File: config.mk
export PLATFORM = sky130hd
export DESIGN_NAME = ext_bus_mastership_lock
export DESIGN_NICKNAME = d
export VERILOG_FILES = /design/src/rtl/ext_bus_pkg.sv /design/src/rtl/ext_bus_mastership_lock.sv
export SDC_FILE = /design/constraint.sdc
export NUM_CORES = 1
export LEC_CHECK = 0
export BUFFER_PORTS_ARGS = -buffer_cell sky130_fd_sc_hd__buf_2
export CAP_MARGIN = 10
export CELL_PAD_IN_SITES_DETAIL_PLACEMENT = 2
export CELL_PAD_IN_SITES_GLOBAL_PLACEMENT = 2
export CORE_MARGIN = 2
export CORE_UTILIZATION = 25
export DETAILED_ROUTE_END_ITERATION = 10
export PLACE_DENSITY_LB_ADDON = 0.12
export RECOVER_POWER = 25
export SYNTH_ARGS = -nofsm -noshare
export SYNTH_HDL_FRONTEND = slang
export SYNTH_SLANG_ARGS = --single-unit
File: constraint.sdc
create_clock -name mclk -period 2.1 [get_ports mclk]
set_clock_uncertainty 0.2 [all_clocks]
set_input_delay 0.105 -clock mclk [delete_from_list [all_inputs] [get_ports mclk]]
set_output_delay 0.105 -clock mclk [all_outputs]
set_load 0.02 [all_outputs]
File: src/rtl/ext_bus_pkg.sv
package ext_bus_pkg;

   // core output clock is mclk divided by four; phase counter walks 0..3
   localparam int MCLK_PERIOD_NS = 10;
   localparam int CORE_CLK_PERIOD_NS = 40;
   localparam int CORE_CLK_DIV = CORE_CLK_PERIOD_NS / MCLK_PERIOD_NS;
   localparam logic [1:0] PHASE_RESET = 2'h0;
   localparam logic [1:0] PHASE_LAST = 2'(CORE_CLK_DIV - 1);
   // core clock rises when the phase leaves this value; pin changes happen here
   localparam logic [1:0] PHASE_PRE_RISE = 2'h1;

   // pin levels after reset
   localparam logic LOCK_N_RESET = 1'b1;
   localparam logic REQ_N_RESET = 1'b1;
   localparam logic LOCK_RESET = 1'b0;

   typedef enum logic [1:0]
   {
      OP_OTHER,
      OP_BIT_SET_INSTR,
      OP_BIT_CLEAR_INSTR,
      OP_BIT_CHANGE_INSTR
   } instr_op_t;

   // requests from the core sequencer, sampled on core clock edges only
   typedef struct packed
   {
      logic need_bus;
      logic cycle_start;
      logic cycle_end;
      logic rmw_read;
      logic rmw_write;
      logic ext_target;
      logic cas_n;
      instr_op_t op;
   } core_req_t;

   // control bits that live in the bus, dram and mode control registers
   typedef struct packed
   {
      logic lock_hold_bit;
      logic mastership_enable_bit;
      logic address_tracing_enable;
   } bus_cfg_t;

   typedef struct packed
   {
      logic is_master;
      logic cycle_grant;
      logic cycle_taken;
      logic locked;
   } core_status_t;

   // one driven pin: level and enable
   typedef struct packed
   {
      logic o;
      logic oe;
   } pin_drive_t;

endpackage

File: src/rtl/ext_bus_mastership_lock.sv
`timescale 1ns/1ps
`default_nettype none

module ext_bus_mastership_lock
(
   input wire logic mclk,
   input wire logic nrst,
   input wire ext_bus_pkg::core_req_t core_req,
   input wire ext_bus_pkg::bus_cfg_t bus_cfg,
   output ext_bus_pkg::core_status_t core_status,
   output logic core_clock_out,
   input wire logic bus_grant_n,
   input wire logic bus_busy_n_in,
   output ext_bus_pkg::pin_drive_t bus_busy_n,
   output logic bus_request_n,
   output logic bus_lock_n,
   output ext_bus_pkg::pin_drive_t cas_n,
   output ext_bus_pkg::pin_drive_t bus_clk,
   output ext_bus_pkg::pin_drive_t bus_clk_inv
);

   typedef enum logic [1:0]
   {
      ST_SLAVE,
      ST_WAIT,
      ST_OWN,
      ST_RELEASE
   } arb_state_t;

   arb_state_t state_reg;
   arb_state_t state_next;
   logic [1:0] phase_reg;
   logic [1:0] phase_next;
   logic req_n_reg;
   logic lock_reg;
   logic lock_next;
   logic hold_reg;
   logic cycle_active_reg;
   logic cycle_active_next;
   logic cas_n_reg;

   wire logic tick;
   wire logic granted;
   wire logic bb_free;
   wire logic owning;
   wire logic is_master;
   wire logic cycle_grant;
   wire logic start_taken;
   wire logic end_taken;
   wire logic lock_trigger;
   wire logic lock_end;
   wire logic may_release;
   wire logic bclk_active;
   wire logic bclk_wave;

   // phase counter makes the core clock and the edge tick
   assign phase_next = (phase_reg == ext_bus_pkg::PHASE_LAST) ? ext_bus_pkg::PHASE_RESET : phase_reg + 2'h1;
   assign tick = (phase_reg == ext_bus_pkg::PHASE_PRE_RISE);
   assign core_clock_out = phase_reg[1];

   always_ff @(posedge mclk or negedge nrst)
   begin
      if (!nrst)
         phase_reg <= ext_bus_pkg::PHASE_RESET;
      else
         phase_reg <= phase_next;
   end

   // pin decode; grant and busy are taken as synchronous to the core clock
   assign granted = !bus_grant_n;
   assign bb_free = bus_busy_n_in;
   assign owning = (state_reg == ST_OWN);
   assign is_master = owning || (state_reg == ST_RELEASE);

   // a locked sequence keeps its cycles even after grant is withdrawn
   assign cycle_grant = owning && (granted || lock_reg);
   assign start_taken = tick && core_req.cycle_start && cycle_grant && !cycle_active_reg;
   assign end_taken = tick && core_req.cycle_end && cycle_active_reg;
   assign may_release = !granted && !cycle_active_reg && !lock_reg && !core_req.cycle_start;

   // arbitration: parking keeps ownership while grant stays, whatever the request
   always_comb
   begin
      state_next = state_reg;
      if (tick)
      begin
         unique case (state_reg)
            ST_SLAVE:
               if (granted && core_req.need_bus)
                  state_next = bb_free ? ST_OWN : ST_WAIT;
            ST_WAIT:
               if (!granted)
                  state_next = ST_SLAVE;
               else if (bb_free)
                  state_next = ST_OWN;
            ST_OWN:
               if (may_release)
                  state_next = ST_RELEASE;
            ST_RELEASE:
               state_next = ST_SLAVE;
         endcase
      end
   end

   // bus cycle tracking, one cycle outstanding at a time
   always_comb
   begin
      cycle_active_next = cycle_active_reg;
      if (start_taken)
         cycle_active_next = 1'b1;
      else if (end_taken)
         cycle_active_next = 1'b0;
   end

   // lock on the read start of an external bit set, clear or change
   assign lock_trigger = start_taken && core_req.rmw_read && core_req.ext_target
                         && (core_req.op != ext_bus_pkg::OP_OTHER);
   assign lock_end = end_taken && core_req.rmw_write;

   always_comb
   begin
      lock_next = lock_reg;
      if (lock_trigger)
         lock_next = 1'b1;
      else if (lock_end)
         lock_next = 1'b0;
   end

   always_ff @(posedge mclk or negedge nrst)
   begin
      if (!nrst)
      begin
         state_reg <= ST_SLAVE;
         cycle_active_reg <= 1'b0;
         lock_reg <= ext_bus_pkg::LOCK_RESET;
      end
      else
      begin
         state_reg <= state_next;
         cycle_active_reg <= cycle_active_next;
         lock_reg <= lock_next;
      end
   end

   // request and software lock-hold follow the core clock edge
   always_ff @(posedge mclk or negedge nrst)
   begin
      if (!nrst)
      begin
         req_n_reg <= ext_bus_pkg::REQ_N_RESET;
         hold_reg <= ext_bus_pkg::LOCK_RESET;
         cas_n_reg <= 1'b1;
      end
      else if (tick)
      begin
         req_n_reg <= !core_req.need_bus;
         hold_reg <= bus_cfg.lock_hold_bit;
         cas_n_reg <= core_req.cas_n;
      end
   end

   assign bus_request_n = req_n_reg;
   // reset clears both sources, so the pin is driven high in reset
   assign bus_lock_n = !(lock_reg || hold_reg);

   // active pull-up: driven low while owning, high for one core clock, then released
   // whole-struct drives keep a single continuous driver per output
   assign bus_busy_n = {(state_reg == ST_RELEASE),
                        is_master};

   // column strobe: follows the core as master, parked high when enabled as slave
   assign cas_n = {(is_master ? cas_n_reg : 1'b1),
                   (is_master || bus_cfg.mastership_enable_bit)};

   // bus clock high in phases 1..2, core clock in 2..3: a quarter period ahead
   assign bclk_active = is_master && bus_cfg.address_tracing_enable;
   assign bclk_wave = phase_reg[1] ^ phase_reg[0];
   assign bus_clk = {(bclk_active && bclk_wave),
                     is_master};
   assign bus_clk_inv = {!bus_clk.o,
                         is_master};

   // status back to the core sequencer
   assign core_status = {is_master, cycle_grant, start_taken, !bus_lock_n};
endmodule // ext_bus_mastership_lock

`default_nettype wire

==> impl_metrics.yaml <==
floorplan:
  die_h_um: 51.3
  die_width_um: 51.3
  ios: 31
  start_util_pct: 25.8
  die_area_um2: 2630
  core_um2: 2170
  floorplan.rows: 17
sta:
  rsz0062_at_grt: "false"
  finalSetupViolCount: 0
  fin_ws_ns: 0.106
  finalHoldViolCount: 0
  slew_violations: 0
  slew_headroom_pct: 66.9
  fin_crit_sh_pct: 95.0
  worst_pin_slew_ns: 0.497
  period_minus_slack_ns: 1.99
  hold-worst-slack_ns: 0.0506
  finalSetupTns_ns: 0
  fmax_mhz: 501
synth:
  synth_mux_area_share_pct: 5.82
  synth_top_family_by_area: "simple AND/OR/NAND/NOR gates"
  synth_xor_area_share_pct: 0
  ys_types: 27
  synth_area_um2: 559
  syn_nets: 76
  synth-compound-area-share_pct: 13.2
  synthAdderAreaFrac_pct: 4.47
  seq_area_frac_synth_pct: 40.7
  synth-main-ff-cell: "dfrtp_1"
  yosys_warnings: 0
  synthArstFlopShare_pct: 100
  avgSynthCellArea_um2: 9.64
  synth-seq-cells: 9
  synth_cells: 58
  synth-edff-count: 0
  yosys.area_share.simple_pct: 19.7
clocking:
  cts_tree: "yes"
  clockRootBuffer: "clkbuf_4"
  cts_repair_resize_count: 0
  cts_max_level: 1
  clockBufferDepth: 2
  clk_latency_ns: 0.25
  cts_buffers: 3
  clock_sinks: 9
  clk_pin_slew_ns: 0.06
global_route:
  grt_util_met2_pct: 20.6
  antenna_found_initial: 0
  top_usage_layer: "met2"
  grtUsageTotal_pct: 11.7
  overflow: 0
  grt_pass1_wl_um: 2300
  use_met1_pct: 14.1
  grt_max_degree: 15
  grt_pass1_vias: 539
  use_met3_pct: 2.63
pwr:
  pwr-share-clk_pct: 26.2
  p_total_mw: 0.506
  internal_power_mw: 0.341
  seq_power_share_pct: 40.8
  switchingPower_mw: 0.165
  ir_drop_v: 0.000338
  power.density_nw_per_um2: 616
  p_leak_nw: 0.414
  combPwrFrac_pct: 33.0
  power.share.switching_pct: 32.6
routing:
  via_count: 529
  wl_per_cell_um: 11.3
  drc: 0
  routed_wirelength_um: 1390
  first_pass_iters: 1
  drtIter0Drc: 0
  ant_nets: 0
  vias_per_cell: 4.30
setup_path:
  cp.arrival_ns: 1.69
  slowest_delay_ns: 0.53
  cp_data_required_time_ns: 1.79
  r2r_cells: 5
  startpoint_type: "input port"
  crit_fanout: 4
  cpMaxStageDelayCell: "dlygate4sd3_1"
  crit_type: "input port to output port"
  setup.worst_path.end_class: "output port"
  crit_chain: "dlygate4sd3_1 > buf_2 > nor2b_4 > or3b_4 > nor3_1 > buf_2"
  crit_path_frequent_cell: "buf_2"
final_layout:
  multiInputGateArea_um2: 241
  nFillCells: 259
  fin_nets: 114
  syn_to_final_growth_pct: 46.8
  diodes: 0
  drive_above_1_share_pct: 45.3
  mostFrequentLayoutCells: "buf_2 (29), dlygate4sd3_1 (10), inv_1 (7), dfrtp_1 (7), nor2_1 (4)"
  final_core_util_pct: 37.8
  regArea_um2: 228
  layout_commonest_cell: "buf_2"
flow_run:
  drv_cap: 0
placed_design:
  gp_congestion: 0.725
  pre_cts_slack_ns: 0.558
  portBuffers: 30
status:
  outcome: "finished, final reports clean"
worst_hold_path:
  hp-class: "input port to flop"
  hold_depth: 4
## final timing paths
path / from / to / slack, ns
min in group asynchronous: nrst / state_reg[0] / 0.13
min reg2reg: phase_reg[0] / phase_reg[0] / 0.26
max reg2reg: phase_reg[1] / cycle_active_reg / 0.59
max in group asynchronous: nrst / bus_request_n / 1.21
max: bus_grant_n / core_status[1] / 0.11
min: bus_busy_n_in / state_reg[1] / 0.05
## critical path: cells and delay by family
kind,cells,cell delay [ns]
and+or+nand+nor,3,0.72
buffers and inverters,3,0.88
## power by group through the flow
stage | logic (mW) | registers (mW) | clock network, mW
2_1_floorplan | 0.118 | 0.208 | 0
3_3_place_gp | 0.153 | 0.210 | 0
3_5_place_dp | 0.155 | 0.210 | 0
4_1_cts | 0.169 | 0.207 | 0.138
5_1_grt | 0.183 | 0.208 | 0.148
6_report | 0.167 | 0.206 | 0.133
## cells in the mapped netlist (2+ instances only)
cell type,count,area (um2)
dfrtp_1,7,175
inv_1,7,26.3
buf_4,6,45.0
nor2_1,4,15.0
nand3_1,3,15.0
a21oi_1,2,10.0
clkbuf_1,2,7.51
dfstp_2,2,52.6
ha_1,2,25.0
mux2_2,2,22.5
nand2b_1,2,12.5
o211ai_1,2,15.0
o21ai_0,2,10.0
or2_2,2,12.5
## layer usage
metal / routed length [um] / vias up
li1: - / 260
met1: 623 / 254
met2: 694 / 15
met3: 68 / 0
met4: 0 / 0
met5: 0 / -
## logic make-up after synthesis
logic type / after synthesis
compound gates: 10
fa+ha+maj: 2
buf+inv: 16
flops: 9
mux: 3
simple gates: 18
## what timing repair did
action,4_1_cts,5_1_grt
setup buffers,0,0
hold endpoints to repair,16,0
hold buffers,10,0
setup endpoints to repair,0,0
## metrics by stage
stage          instance area, um2  cells
5_1_grt                       821    123
2_1_floorplan                 559     58
6_report                      821    123
3_5_place_dp                  696    109
4_1_cts                       822    123
3_3_place_gp                  696    109
## layout make-up
class | count | share of cell area [%]
Inverter | 7 | 3.20
Timing Repair Buffer | 42 | 32.2
Tap cell | 28 | 4.27
Clock buffer | 4 | 3.20
Multi-Input combinational cell | 33 | 29.4
Sequential cell | 9 | 27.7
Power figures use the tool's default switching activity.
